<file path="src/hdl/icd_defs.svh">
// constants for the input capture block: offsets, field positions, codes
// assumes inclusion by bare name from files that need the register layout
`ifndef ICD_DEFS_SVH
`define ICD_DEFS_SVH
// byte offsets inside one module window of 16 bytes
`define ICD_OFS_CTL1 4'h0
`define ICD_OFS_CTL2 4'h4
`define ICD_OFS_BUF 4'h8
`define ICD_OFS_CNT 4'hC
// capture_control_one field positions
`define ICD_C1_MODE 0
`define ICD_C1_BNE 3
`define ICD_C1_OVF 4
`define ICD_C1_IRQ 5
`define ICD_C1_CLK 10
// capture_control_two field positions
`define ICD_C2_SYNC 0
`define ICD_C2_TSTAT 6
`define ICD_C2_TRIG 7
`define ICD_C2_CASC 8
// reset value and counter maximum
`define ICD_SYNC_RST 5'h0D
`define ICD_CNT_MAX 16'hFFFF
// capture mode codes
`define ICD_M_OFF 3'h0
`define ICD_M_EDGE 3'h1
`define ICD_M_FALL 3'h2
`define ICD_M_RISE 3'h3
`define ICD_M_DIV4 3'h4
`define ICD_M_DIV16 3'h5
// clock source codes
`define ICD_CLK_SYS 3'h7
`define ICD_CLK_TMAX 3'h4
// prescaler terminal counts
`define ICD_DIV4_LAST 4'h3
`define ICD_DIV16_LAST 4'hF
`endif

</file>
<file path="src/hdl/icd_pkg.sv">
// types shared by the input capture block
// assumes nothing of its surroundings
package icd_pkg;
  // per module control and run state
  typedef struct packed {
    logic [2:0] clk_sel;   // time base select
    logic [1:0] per_irq;   // captures per interrupt
    logic [2:0] mode;      // capture mode select
    logic ovf;             // capture overflow
    logic casc;            // cascade enable
    logic trig_mode;       // trigger mode select
    logic trig_stat;       // trigger status
    logic [4:0] sync_sel;  // sync source select
    logic [15:0] count;    // capture counter
    logic pin_prev;        // last pin sample
    logic [3:0] presc;     // rising edge prescaler
    logic [1:0] irq_cnt;   // captures since last interrupt
  } icd_chan_t;
endpackage

</file>
<file path="src/hdl/icd_capture.sv">
// input capture block: dedicated counters, sync and trigger, fifos, apb slave
// assumes pins, ticks and sync events synchronous to clk; apb master on clk
//
// Design decisions made here: the placing of the registers and the APB interface to the registers.
`timescale 1ns/1ps
`include "icd_defs.svh"
// Notes on behaviour
// - nine independent capture modules, own interrupts
// - four deep fifo per module
// - own 16-bit counter, six clock sources
// - free run counts up, wraps to zero
// - capture writes current counter into fifo
// - sync mode: sync event clears counter
// - trigger mode: counter held until sync event
// - zero source, trigger clear: free running
// - nonzero source: trigger bit picks mode
// - up to thirty-one sync sources selectable
// - zero source, trigger set: software trigger
// - independent by default, pairs can cascade
// - even module low half, odd high
// - low half wrap increments high half
// - cascade works in every mode
// - mode field decodes edge and prescale captures
// - interrupt after one to four captures
// - overflow flag and buffer not empty bit
// - trigger mode: trigger status clear holds counter zero
module icd_capture #(
  parameter int NCH = 9,
  parameter int DEPTH = 4,
  parameter int AW = 8
) (
  // clock and reset
  input wire logic clk,
  input wire logic rst_b,
  // apb slave
  input wire logic psel,
  input wire logic penable,
  input wire logic pwrite,
  input wire logic [AW-1:0] paddr,
  input wire logic [31:0] pwdata,
  output logic [31:0] prdata,
  output logic pready,
  output logic pslverr,
  // capture pins, time base ticks, sync sources
  input wire logic [NCH-1:0] capture_input_pin,
  input wire logic [4:0] timer_tick,
  input wire logic [31:0] sync_event,
  // per module interrupt pulses
  output logic [NCH-1:0] capture_irq
);
  import icd_pkg::*;

  // whole block state
  typedef struct packed {
    icd_chan_t [NCH-1:0] ch;
    logic [31:0] prdata;
    logic pready;
    logic pslverr;
    logic [NCH-1:0] irq;
  } icd_top_t;
  icd_top_t st;
  icd_top_t next_st;

  logic [NCH-1:0] push;            // fifo write strobes
  logic [NCH-1:0] pop;             // fifo read strobes
  logic [NCH-1:0] empty;           // fifo empty
  logic [NCH-1:0] full;            // fifo full
  logic [NCH-1:0] act;             // module enabled
  logic [NCH-1:0] run;             // counter advances this cycle
  logic [NCH-1:0] clr;             // counter forced to zero
  logic [NCH-1:0] wrap;            // counter rolls over
  logic [NCH-1:0] cap;             // capture event
  logic [NCH-1:0][15:0] head;      // oldest fifo word
  logic [3:0] acc_ch;              // addressed module
  logic [3:0] acc_ofs;             // offset inside module window
  logic acc_hit;                   // module exists
  logic acc_done;                  // access completes this edge

  assign acc_ch = paddr[7:4];
  assign acc_ofs = {paddr[3:2], 2'b00};
  assign acc_hit = (int'(acc_ch) < NCH);
  assign acc_done = psel & penable & st.pready;

  // read word of one register of a module
  function automatic logic [31:0] rd_word(input icd_chan_t c, input logic bne,
                                          input logic [15:0] h, input logic [3:0] ofs);
    logic [31:0] r;
    r = '0;
    case (ofs)
      `ICD_OFS_CTL1: begin
        r[`ICD_C1_MODE +: 3] = c.mode;
        r[`ICD_C1_BNE] = bne;
        r[`ICD_C1_OVF] = c.ovf;
        r[`ICD_C1_IRQ +: 2] = c.per_irq;
        r[`ICD_C1_CLK +: 3] = c.clk_sel;
      end
      `ICD_OFS_CTL2: begin
        r[`ICD_C2_SYNC +: 5] = c.sync_sel;
        r[`ICD_C2_TSTAT] = c.trig_stat;
        r[`ICD_C2_TRIG] = c.trig_mode;
        r[`ICD_C2_CASC] = c.casc;
      end
      `ICD_OFS_BUF: r[15:0] = h;
      `ICD_OFS_CNT: r[15:0] = c.count;
      default: r = '0;
    endcase
    return r;
  endfunction

  // next state: bus access, then every module in index order
  always_comb begin
    icd_chan_t c;
    logic tick;
    logic trg;
    logic syn;
    logic sev;
    logic rise;
    logic fall;
    logic edge_ev;
    logic hi;
    int lo;
    c = '0;
    tick = 1'b0;
    trg = 1'b0;
    syn = 1'b0;
    sev = 1'b0;
    rise = 1'b0;
    fall = 1'b0;
    edge_ev = 1'b0;
    hi = 1'b0;
    lo = 0;
    next_st = st;
    push = '0;
    pop = '0;
    act = '0;
    run = '0;
    clr = '0;
    wrap = '0;
    cap = '0;
    next_st.irq = '0;
    // answer one cycle after setup; data and error registered
    next_st.pready = psel & ~penable;
    next_st.prdata = '0;
    next_st.pslverr = 1'b0;
    if (psel && !penable) begin
      if (!acc_hit) begin
        // unmapped module window
        next_st.pslverr = 1'b1;
      end else begin
        next_st.prdata = rd_word(st.ch[acc_ch], ~empty[acc_ch], head[acc_ch], acc_ofs);
      end
    end
    // writes and fifo pops take effect at the completing edge
    if (acc_done && acc_hit) begin
      if (pwrite) begin
        case (acc_ofs)
          `ICD_OFS_CTL1: begin
            next_st.ch[acc_ch].mode = pwdata[`ICD_C1_MODE +: 3];
            next_st.ch[acc_ch].per_irq = pwdata[`ICD_C1_IRQ +: 2];
            next_st.ch[acc_ch].clk_sel = pwdata[`ICD_C1_CLK +: 3];
          end
          `ICD_OFS_CTL2: begin
            next_st.ch[acc_ch].sync_sel = pwdata[`ICD_C2_SYNC +: 5];
            next_st.ch[acc_ch].trig_stat = pwdata[`ICD_C2_TSTAT];
            next_st.ch[acc_ch].trig_mode = pwdata[`ICD_C2_TRIG];
            next_st.ch[acc_ch].casc = pwdata[`ICD_C2_CASC];
          end
          default: begin
            // buffer and counter words are read only
          end
        endcase
      end else if (acc_ofs == `ICD_OFS_BUF) begin
        pop[acc_ch] = 1'b1;
      end
    end
    for (int i = 0; i < NCH; i++) begin
      c = st.ch[i];
      lo = (i / 2) * 2;
      // upper module of a pair follows its lower partner when both agree
      hi = (i % 2 == 1) && c.casc && st.ch[lo].casc;
      // time base select: system clock or one of five timer ticks
      if (c.clk_sel == `ICD_CLK_SYS) begin
        tick = 1'b1;
      end else if (c.clk_sel <= `ICD_CLK_TMAX) begin
        tick = timer_tick[c.clk_sel];
      end else begin
        tick = 1'b0;
      end
      sev = sync_event[c.sync_sel];
      trg = c.trig_mode;
      syn = !trg && (c.sync_sel != 5'h00);
      // hardware trigger arms the counter; wins over a software clear
      if (trg && c.sync_sel != 5'h00 && sev && !hi) begin
        next_st.ch[i].trig_stat = 1'b1;
      end
      // edge detection and prescaler
      rise = capture_input_pin[i] & ~c.pin_prev;
      fall = ~capture_input_pin[i] & c.pin_prev;
      next_st.ch[i].pin_prev = capture_input_pin[i];
      edge_ev = 1'b0;
      case (c.mode)
        `ICD_M_EDGE: edge_ev = rise | fall;
        `ICD_M_FALL: edge_ev = fall;
        `ICD_M_RISE: edge_ev = rise;
        `ICD_M_DIV4: begin
          if (rise) begin
            edge_ev = (c.presc == `ICD_DIV4_LAST);
            next_st.ch[i].presc = edge_ev ? 4'h0 : c.presc + 4'h1;
          end
        end
        `ICD_M_DIV16: begin
          if (rise) begin
            edge_ev = (c.presc == `ICD_DIV16_LAST);
            next_st.ch[i].presc = edge_ev ? 4'h0 : c.presc + 4'h1;
          end
        end
        default: begin
          // off or unused codes
          edge_ev = 1'b0;
          next_st.ch[i].presc = 4'h0;
        end
      endcase
      if (c.mode != `ICD_M_DIV4 && c.mode != `ICD_M_DIV16) begin
        next_st.ch[i].presc = 4'h0;
      end
      if (hi) begin
        // high half counts on low wraps, captures with low events
        act[i] = act[lo];
        run[i] = wrap[lo];
        clr[i] = clr[lo];
        cap[i] = cap[lo];
      end else begin
        act[i] = (c.mode != `ICD_M_OFF) && (c.mode <= `ICD_M_DIV16);
        run[i] = act[i] & tick & (~trg | c.trig_stat);
        clr[i] = ~act[i] | (trg & ~c.trig_stat) | (syn & sev);
        cap[i] = act[i] & edge_ev & (~trg | c.trig_stat);
      end
      wrap[i] = run[i] & ~clr[i] & (c.count == `ICD_CNT_MAX);
      // counter update
      if (clr[i]) begin
        next_st.ch[i].count = 16'h0000;
      end else if (run[i]) begin
        next_st.ch[i].count = c.count + 16'h0001;
      end
      // capture into fifo, or flag the loss
      push[i] = cap[i] & ~full[i];
      next_st.ch[i].ovf = (c.ovf & act[i]) | (cap[i] & full[i]);
      // interrupt every n captures; every edge in edge mode
      if (!act[i] || hi) begin
        next_st.ch[i].irq_cnt = 2'h0;
      end else if (cap[i]) begin
        // at or past the limit, so lowering the limit mid-run cannot skip a wrap
        if (c.mode == `ICD_M_EDGE || c.irq_cnt >= c.per_irq) begin
          next_st.irq[i] = 1'b1;
          next_st.ch[i].irq_cnt = 2'h0;
        end else begin
          next_st.ch[i].irq_cnt = c.irq_cnt + 2'h1;
        end
      end
    end
  end

  // one fifo per module
  for (genvar g = 0; g < NCH; g++) begin : g_fifo
    icd_fifo #(
      .WIDTH(16),
      .DEPTH(DEPTH)
    ) u_fifo (
      .clk(clk),
      .rst_b(rst_b),
      .push(push[g]),
      .push_data(st.ch[g].count),
      .pop(pop[g]),
      .head(head[g]),
      .empty(empty[g]),
      .full(full[g])
    );
  end

  // state register; sync source resets to code 13, so reset leaves sync mode
  always_ff @(posedge clk) begin
    if (!rst_b) begin
      st <= '0;
      for (int i = 0; i < NCH; i++) begin
        st.ch[i].sync_sel <= `ICD_SYNC_RST;
      end
    end else begin
      st <= next_st;
    end
  end

  assign prdata = st.prdata;
  assign pready = st.pready;
  assign pslverr = st.pslverr;
  assign capture_irq = st.irq;

  // checks on module 0 and pair 0/1
  property p_wrap;
    @(posedge clk) disable iff (!rst_b)
      (run[0] && !clr[0] && st.ch[0].count == `ICD_CNT_MAX) |=> (st.ch[0].count == 16'h0000);
  endproperty
  a_wrap: assert property (p_wrap) else $error("counter did not wrap to zero");

  property p_push;
    @(posedge clk) disable iff (!rst_b)
      cap[0] && !full[0] |-> push[0] ##1 !empty[0];
  endproperty
  a_push: assert property (p_push) else $error("capture not stored");

  property p_sync;
    @(posedge clk) disable iff (!rst_b)
      (act[0] && !st.ch[0].trig_mode && st.ch[0].sync_sel != 5'h00 && sync_event[st.ch[0].sync_sel])
      |=> (st.ch[0].count == 16'h0000);
  endproperty
  a_sync: assert property (p_sync) else $error("sync event did not clear counter");

  property p_hold;
    @(posedge clk) disable iff (!rst_b)
      (st.ch[0].trig_mode && !st.ch[0].trig_stat) [*2] |-> (st.ch[0].count == 16'h0000);
  endproperty
  a_hold: assert property (p_hold) else $error("untriggered counter not held clear");

  property p_soft;
    @(posedge clk) disable iff (!rst_b)
      (st.ch[0].trig_mode && !st.ch[0].trig_stat) |-> !push[0];
  endproperty
  a_soft: assert property (p_soft) else $error("capture before trigger");

  property p_rise;
    @(posedge clk) disable iff (!rst_b)
      (st.ch[0].mode == `ICD_M_RISE && !st.ch[0].trig_mode && capture_input_pin[0] && !st.ch[0].pin_prev)
      |-> (push[0] || full[0]);
  endproperty
  a_rise: assert property (p_rise) else $error("rising edge not captured");

  property p_fall_ign;
    @(posedge clk) disable iff (!rst_b)
      (st.ch[0].mode == `ICD_M_RISE && !capture_input_pin[0] && st.ch[0].pin_prev) |-> !cap[0];
  endproperty
  a_fall_ign: assert property (p_fall_ign) else $error("falling edge captured in rise mode");

  property p_casc;
    @(posedge clk) disable iff (!rst_b)
      (NCH > 1 && st.ch[1].casc && st.ch[0].casc && wrap[0] && !clr[0])
      |=> (st.ch[1].count == $past(st.ch[1].count) + 16'h0001);
  endproperty
  a_casc: assert property (p_casc) else $error("high half missed low wrap");

  property p_pair_cap;
    @(posedge clk) disable iff (!rst_b)
      (NCH > 1 && st.ch[1].casc && st.ch[0].casc) |-> (cap[1] == cap[0]);
  endproperty
  a_pair_cap: assert property (p_pair_cap) else $error("pair halves captured apart");

  property p_irq;
    @(posedge clk) disable iff (!rst_b)
      (cap[0] && st.ch[0].mode == `ICD_M_RISE && st.ch[0].per_irq == 2'h0) |=> capture_irq[0];
  endproperty
  a_irq: assert property (p_irq) else $error("no interrupt on capture");

  property p_ovf;
    @(posedge clk) disable iff (!rst_b)
      (cap[0] && full[0]) |=> st.ch[0].ovf;
  endproperty
  a_ovf: assert property (p_ovf) else $error("overflow not flagged");
endmodule // icd_capture

</file>
<file path="src/hdl/icd_fifo.sv">
// capture value fifo: small memory with registered head word
// assumes one clock, synchronous active low reset; push when full is dropped
`timescale 1ns/1ps
module icd_fifo #(
  parameter int WIDTH = 16,
  parameter int DEPTH = 4
) (
  // clock and reset
  input wire logic clk,
  input wire logic rst_b,
  // write side
  input wire logic push,
  input wire logic [WIDTH-1:0] push_data,
  // read side
  input wire logic pop,
  output logic [WIDTH-1:0] head,
  output logic empty,
  output logic full
);
  localparam int PW = (DEPTH > 1) ? $clog2(DEPTH) : 1;
  // whole fifo state
  typedef struct packed {
    logic [DEPTH-1:0][WIDTH-1:0] mem;
    logic [PW-1:0] wp;
    logic [PW-1:0] rp;
    logic [PW:0] cnt;
    logic [WIDTH-1:0] head;
  } icd_fifo_t;
  icd_fifo_t st;
  icd_fifo_t next_st;

  // pop first, then push; head tracks the next oldest word
  always_comb begin
    next_st = st;
    if (pop && st.cnt != '0) begin
      next_st.rp = (st.rp == PW'(DEPTH - 1)) ? '0 : st.rp + 1'b1;
      next_st.cnt = next_st.cnt - 1'b1;
    end
    if (push && st.cnt != (PW + 1)'(DEPTH)) begin
      next_st.mem[st.wp] = push_data;
      next_st.wp = (st.wp == PW'(DEPTH - 1)) ? '0 : st.wp + 1'b1;
      next_st.cnt = next_st.cnt + 1'b1;
    end
    next_st.head = next_st.mem[next_st.rp];
  end

  // state register
  always_ff @(posedge clk) begin
    if (!rst_b) begin
      st <= '0;
    end else begin
      st <= next_st;
    end
  end

  assign head = st.head;
  assign empty = (st.cnt == '0);
  assign full = (st.cnt == (PW + 1)'(DEPTH));
endmodule // icd_fifo

</file>
<file path="config.mk">
export PLATFORM = sky130hd
export DESIGN_NAME = icd_capture
export DESIGN_NICKNAME = d
export VERILOG_FILES = /design/src/hdl/icd_pkg.sv /design/src/hdl/icd_capture.sv /design/src/hdl/icd_fifo.sv
export VERILOG_INCLUDE_DIRS = /design/src /design/src/hdl
export SDC_FILE = /design/constraint.sdc
export NUM_CORES = 2
export LEC_CHECK = 0
export ABC_AREA = 1
export BUFFER_PORTS_ARGS = -buffer_cell sky130_fd_sc_hd__buf_2
export CAP_MARGIN = 20
export CELL_PAD_IN_SITES_DETAIL_PLACEMENT = 0
export CELL_PAD_IN_SITES_GLOBAL_PLACEMENT = 1
export CORE_ASPECT_RATIO = 0.5
export CORE_MARGIN = 2
export CORE_UTILIZATION = 49
export CTS_CLUSTER_DIAMETER = 100
export DETAILED_ROUTE_END_ITERATION = 8
export PLACE_DENSITY = 0.87
export SETUP_SLACK_MARGIN = 0.1
export SLEW_MARGIN = 20
export SYNTH_ARGS = -nofsm -noshare
export SYNTH_HDL_FRONTEND = slang
export SYNTH_SLANG_ARGS = --single-unit
</file>
<file path="constraint.sdc">
create_clock -name clk -period 3.6 [get_ports clk]
set_input_delay 0.72 -clock clk [delete_from_list [all_inputs] [get_ports clk]]
set_output_delay 0.72 -clock clk [all_outputs]
set_load 0.01 [all_outputs]
</file>
# Yosys cells after proc, flatten, opt, wreduce, memory -nomap -nowiden
# Index checks and enable logic that the tools add are counted.
# op_classes
bitwise	220
magnitude_cmp	75
eq_ne	133
muxes	320
add_sub_neg	63
reduce_logical	308
# ops
op	n
bitwise mux 360 bit	7
demux 40 bit (select 4 bit)	7
one-hot mux 360 bit (2 select lines)	1
two-way mux 349 bit	2
two-way mux 66 bit	9
bitwise mux 64 bit	9
two-way mux 16 bit	28
binary-select mux 16 bit (select 2 bit)	9
demux 16 bit (select 2 bit)	9
binary-select mux 40 bit (select 4 bit)	1
adder 16 x 1 -> 16 bit (second input constant)	9
two-way mux 4 bit	36
nonzero test 3 bit	45
AND 1 bit	110
nonzero test 2 bit	55
== test 3 bit (second input constant)	36
one-hot mux 4 bit (3 select lines)	9
AND reduction 3 bit	34
two-way mux 1 bit	91
logical AND 1 bit	83
inequality test 3 bit (second input constant)	27
two-way mux 40 bit	2
two-way mux 2 bit	36
inverter 1 bit	65
other kinds (51)	399
# word_totals
reg_bits	1186
word_cells	1312
input_bits	91
output_inout_bits	43

# Longest topological paths before layout
# logic_depth
word_depth	13
mapped_depth	17
mapped_depth_nobuf	16

# By module
# Synthesis repeated with hierarchy kept, for this count alone.
# hier_totals
cells_unflattened	10418
area_unflattened_um2	66731.5
# modules_own_cells
module	instances	seq_area_each_um2	area_per_inst_um2	cells_each
icd_fifo	9	1741.7	4614.4	721
icd_capture	1	7747.4	25201.7	3929

# Worst setup path after synthesis
# OpenSTA, ideal clock, no wires.
# synth_timing
path_type	input-to-reg
startpoint	input capture_input_pin[0]
endpoint	register g_fifo[1].u_fifo.st (netlist bit g_fifo[1].u_fifo.head[10])
t_required_ns	3.530
cell_stages	15
t_arrival_ns	2.416
slack_ns	1.114
path_buffers	3
setup_ns	0.070
path_cell_list	ha_1 buf_2 inv_1 nand2_1 o2111ai_1 nand3_1 nand3_1 nand2_1 nand2_1 buf_2 buf_2 nand2_1 nand3_1 nand3_1 a21oi_1
# synth_between
elab_chain_cells	12
elab_cells_between_ends	15
classes_between	mux: 7; bitwise: 7; reduce/logical: 1
# synth_lines
item	line_no	rtl
start, declared	icd_capture.sv:45	input wire logic [NCH-1:0] capture_input_pin,
inverter 1 bit	icd_capture.sv:198	fall = ~capture_input_pin[i] & c.pin_prev;
AND 1 bit	icd_capture.sv:198	
OR 1 bit	icd_capture.sv:202	`ICD_M_EDGE: edge_ev = rise | fall;
one-hot mux 1 bit (5 select lines) (*)	icd_capture.sv:201	case (c.mode)
AND 1 bit (*) (2 in series)	icd_capture.sv:236	cap[i] = act[i] & edge_ev & (~trg | c.trig_stat);
two-way mux 1 bit (*)	icd_capture.sv:226	if (hi) begin
AND 1 bit (*)	icd_capture.sv:246	push[i] = cap[i] & ~full[i];
logical AND 1 bit (*)	icd_fifo.sv:39	if (push && st.cnt != (PW + 1)'(DEPTH)) begin
two-way mux 66 bit (*)	icd_fifo.sv:39	
binary-select mux 16 bit (select 2 bit) (*)	icd_fifo.sv:44	next_st.head = next_st.mem[next_st.rp];
two-way mux 16 bit (not written as such) (*)	icd_fifo.sv:44	
end signal, assigned	icd_fifo.sv:52	st <= next_st;
end, declared	icd_fifo.sv:29	icd_fifo_t st;
# Every way passes the cells marked *; elsewhere a longest branch is shown, timed or not. The select of a mux whose other input is x is not followed.
# A chain may end at the register's enable or synchronous reset.

# Worst setup path in the final report
# layout_timing
startpoint	register st[276] (netlist bit)
endpoint	register g_fifo[5].u_fifo.st (netlist bit g_fifo[5].u_fifo.head[0])
# layout_between
elab_chain_cells	10
elab_cells_between_ends	17
classes_between	order compare: 1; eq/ne: 5; mux: 5; bitwise: 3; reduce/logical: 3
# layout_lines
item	line_no	rtl
start, declared	icd_capture.sv:61	icd_top_t st;
start signal, assigned	icd_capture.sv:288	st <= next_st;
== test 3 bit, or another cell as far along	icd_capture.sv:201	
one-hot mux 1 bit (5 select lines) / logical AND 1 bit (equally long branches)	icd_capture.sv:201, icd_capture.sv:233	
AND 1 bit (*) (2 in series)	icd_capture.sv:236	
two-way mux 1 bit (*)	icd_capture.sv:226	
AND 1 bit (*)	icd_capture.sv:246	
logical AND 1 bit (*)	icd_fifo.sv:39	
two-way mux 66 bit (*)	icd_fifo.sv:39	
binary-select mux 16 bit (select 2 bit) (*)	icd_fifo.sv:44	
two-way mux 16 bit (not written as such) (*)	icd_fifo.sv:44	
end signal, assigned	icd_fifo.sv:52	
end, declared	icd_fifo.sv:29	
# Marked as above.

==> flow_summary.yaml <==
drt:
  wl_mm: 213.5
  route.detailed.drc: 0
  drtPass1Iterations: 8
  vias: 60860
  drt_iter0_drc: 7180
  viasPerCell: 5.701
  drt.antenna.violating_nets: 0
  wl_per_cell_um: 20.00
clock_tree:
  cts_num_sinks: 1170
  cts_buffers: 108
  cts_buffer_depth: 3
  cts.reportedPaths.clkPinSlew_ns: 0.07
  htreeDepth: 3
  clockRootBuffer: "clkbuf_16"
  hold_buffers: 0
  cts_tree: "done"
  cts_setup_buffers: 0
  cts_resized: 0
  clkLatencyLatePin_ns: 0.75
global_routing:
  antenna_found_initial: 6
  grt_pass1_wl_mm: 322.6
  globalRouteOverflowTotal: 0
  grt_use_total_pct: 32.79
  grt_max_degree: 153
  grt_pass1_vias: 52940
place:
  port_buffers: 95
  gp_congestion: 0.9932
  placed_cell_area_sq_um: 62800
  hpwl_mm: 152.4
layout:
  nets: 9187
  fill_cells: 12120
  design_area_sq_um: 66620
  drive_above_1_share_pct: 7.403
  syn_to_final_growth_pct: 10.39
sta:
  rsz0062_at_grt: "false"
  period_needed_ns: 3.169
  slew_headroom_pct: 36.22
  setup_viol: 0
  setup_tns_ns: 0
  slew_viol_final: 0
  clock.fmax_mhz: 315.5
  hold_violations: 0
  min_period_over_period_pct: 88.04
  tightest_slew_ns: 0.9557
  finClkSkew_ns: 0.03560
worst_setup_path:
  worstReg2RegStart: "st[276]"
  startpoint: "st[276]"
  critPathKind: "reg2reg"
  start_kind: "register"
  cp.arrival_ns: 3.80
  cp_data_required_time_ns: 4.23
  end_kind: "register"
  path_max_fanout: 24
synthesis:
  synth-edff-count: 0
  syn-mean-instance-area_sq_um: 6.682
  synthCells: 9032
  synth.distinct_cells: 68
  ys.flop_type: "dfxtp_1"
  ys_ff_latch: 1170
  synth_warnings: 0
  yosysSeqAreaShare_pct: 38.81
  async_flop_share_pct: 0
  syn_area_sq_um: 60350
power_and_ir_drop:
  p_per_area_nw_per_um2: 396.8
  static-leakage-power_nw: 25.34
  ir_drop_v: 0.0003713
flow_run:
  drv_cap: 0
floorplan:
  die_x_um: 500.3
  ios: 134
  die_y_um: 252.2
  num_rows: 90
  coreArea_sq_um: 121400
  start_util_pct: 49.72
  dieArea_sq_um: 126200
min_path:
  min_path_type: "in2reg"
  hp-start: "penable"
outcome:
  outcome: "complete, no violations"
where the power goes:
group          switching, mW  internal (mW)  total, mW
clock network           5.48           7.10       12.6
logic                  0.712          0.196      0.908
registers            0.00422           12.9       12.9
metrics by stage:
step	utilization [%]	setup WS (ns)	hold WS (ns)	instances	power, mW
6_report	54.88	0.4306	0.1736	10680	26.44
5_1_grt	54.88	0.2068	0.1648	10670	27.11
4_1_cts	54.88	0.5208	0.1411	10670	26.53
3_5_place_dp	51.73	0.04421	0.4526	10470	14.11
3_3_place_gp	51.73	0.1260	0.4472	10470	14.12
2_1_floorplan	-	1.114	0.4351	9047	13.71
registers in the layout (all words and copies together) (netlist names):
register            flops
capture_irq             9
g_fifo.u_fifo.st      639
prdata                 16
pready                  1
pslverr                 1
g_fifo.u_fifo.head    144
st                    360
cells by family after synthesis:
family                     after synthesis  share of synthesized area (%)
xor gates and xnor gates                53                         0.7692
buffers and inverters                 1498                          9.833
muxes                                   18                         0.3359
DFF                                   1170                          38.81
adders and majority gates              126                          2.612
AOI/OAI and AO/OA                     2082                          18.97
and+or+nand+nor                       4084                          28.66
other                                    1                       0.006214
cell usage after synthesis, drive strengths merged, types with 14 or more instances:
cell type | n | area (sq um)
a211oi | 14 | 105.1
a21boi | 15 | 112.6
a21oi | 814 | 4078
a22oi | 49 | 367.9
buf | 165 | 929.6
clkbuf | 378 | 1420
clkinv | 26 | 97.59
dfxtp | 1170 | 23420
ha | 126 | 1577
inv | 929 | 3487
mux2 | 18 | 202.7
nand2 | 2163 | 8152
nand3 | 958 | 4805
nand4 | 93 | 581.8
nor2 | 692 | 2705
nor3 | 123 | 620.6
nor3b | 14 | 110.1
nor4 | 21 | 191.4
o2111ai | 29 | 254.0
o211ai | 126 | 970.9
o21ai | 887 | 4477
o22ai | 69 | 431.7
xor2 | 40 | 350.3
final cells by class:
type	instances	area [sq um]	share of cell area, %
antenna	2	5.005	0.007512
inverter	955	3592	5.392
timing repair buffer	356	2666	4.002
sequential	1170	23420	35.16
clock inverter	48	633.1	0.9503
multi-input combinational	6379	31100	46.68
clock buffer	156	3186	4.782
tap	1610	2014	3.024
cells in the final DEF (no fill, tap or decap), drive strengths merged, types with 54 or more instances in the layout:
| cell type | Yosys | final |
|---|---|---|
| a21oi | 814 | 814 |
| buf | 165 | 356 |
| clkbuf | 378 | 156 |
| clkinv | 26 | 54 |
| dfxtp | 1170 | 1170 |
| ha | 126 | 126 |
| inv | 929 | 931 |
| nand2 | 2163 | 2163 |
| nand3 | 958 | 958 |
| nand4 | 93 | 93 |
| nor2 | 692 | 692 |
| nor3 | 123 | 123 |
| o211ai | 126 | 126 |
| o21ai | 887 | 887 |
| o22ai | 69 | 69 |
layer usage:
layer	share of wire (%)	vias to the layer above	GRT usage (%)
li1	-	29750	-
met4	2.4	4	8.114
met3	11	312	6.849
met5	0.0098	-	0
met2	41	2617	47.38
met1	46	28180	49.22
worst max-delay path, stage by stage, from the launching register on:
cell and delay, ns:
dfxtp_1 0.39, o21ai_0 0.48, nand2_1 0.36, o21ai_1 0.17, nor2_1 0.06, buf_4 0.16
nand2_1 0.09, o21ai_2 0.06, buf_4 0.17, nand2_2 0.25, buf_4 0.34, nand2_1 0.11
nand3_1 0.08, nand3_1 0.07, a21oi_1 0.25
path summary, 6_finish.rpt:
path / endpoint / slack (ns) / depth (start not counted)
worst max-delay path: g_fifo[5].u_fifo.head[0] / 0.43 / 14
worst max register to register: g_fifo[5].u_fifo.head[0] / 0.43 / 14
worst min register to register: st[154] / 0.47 / 1
worst min-delay path: pslverr / 0.17 / 2
Note: power is estimated with default switching activity, not from simulation.
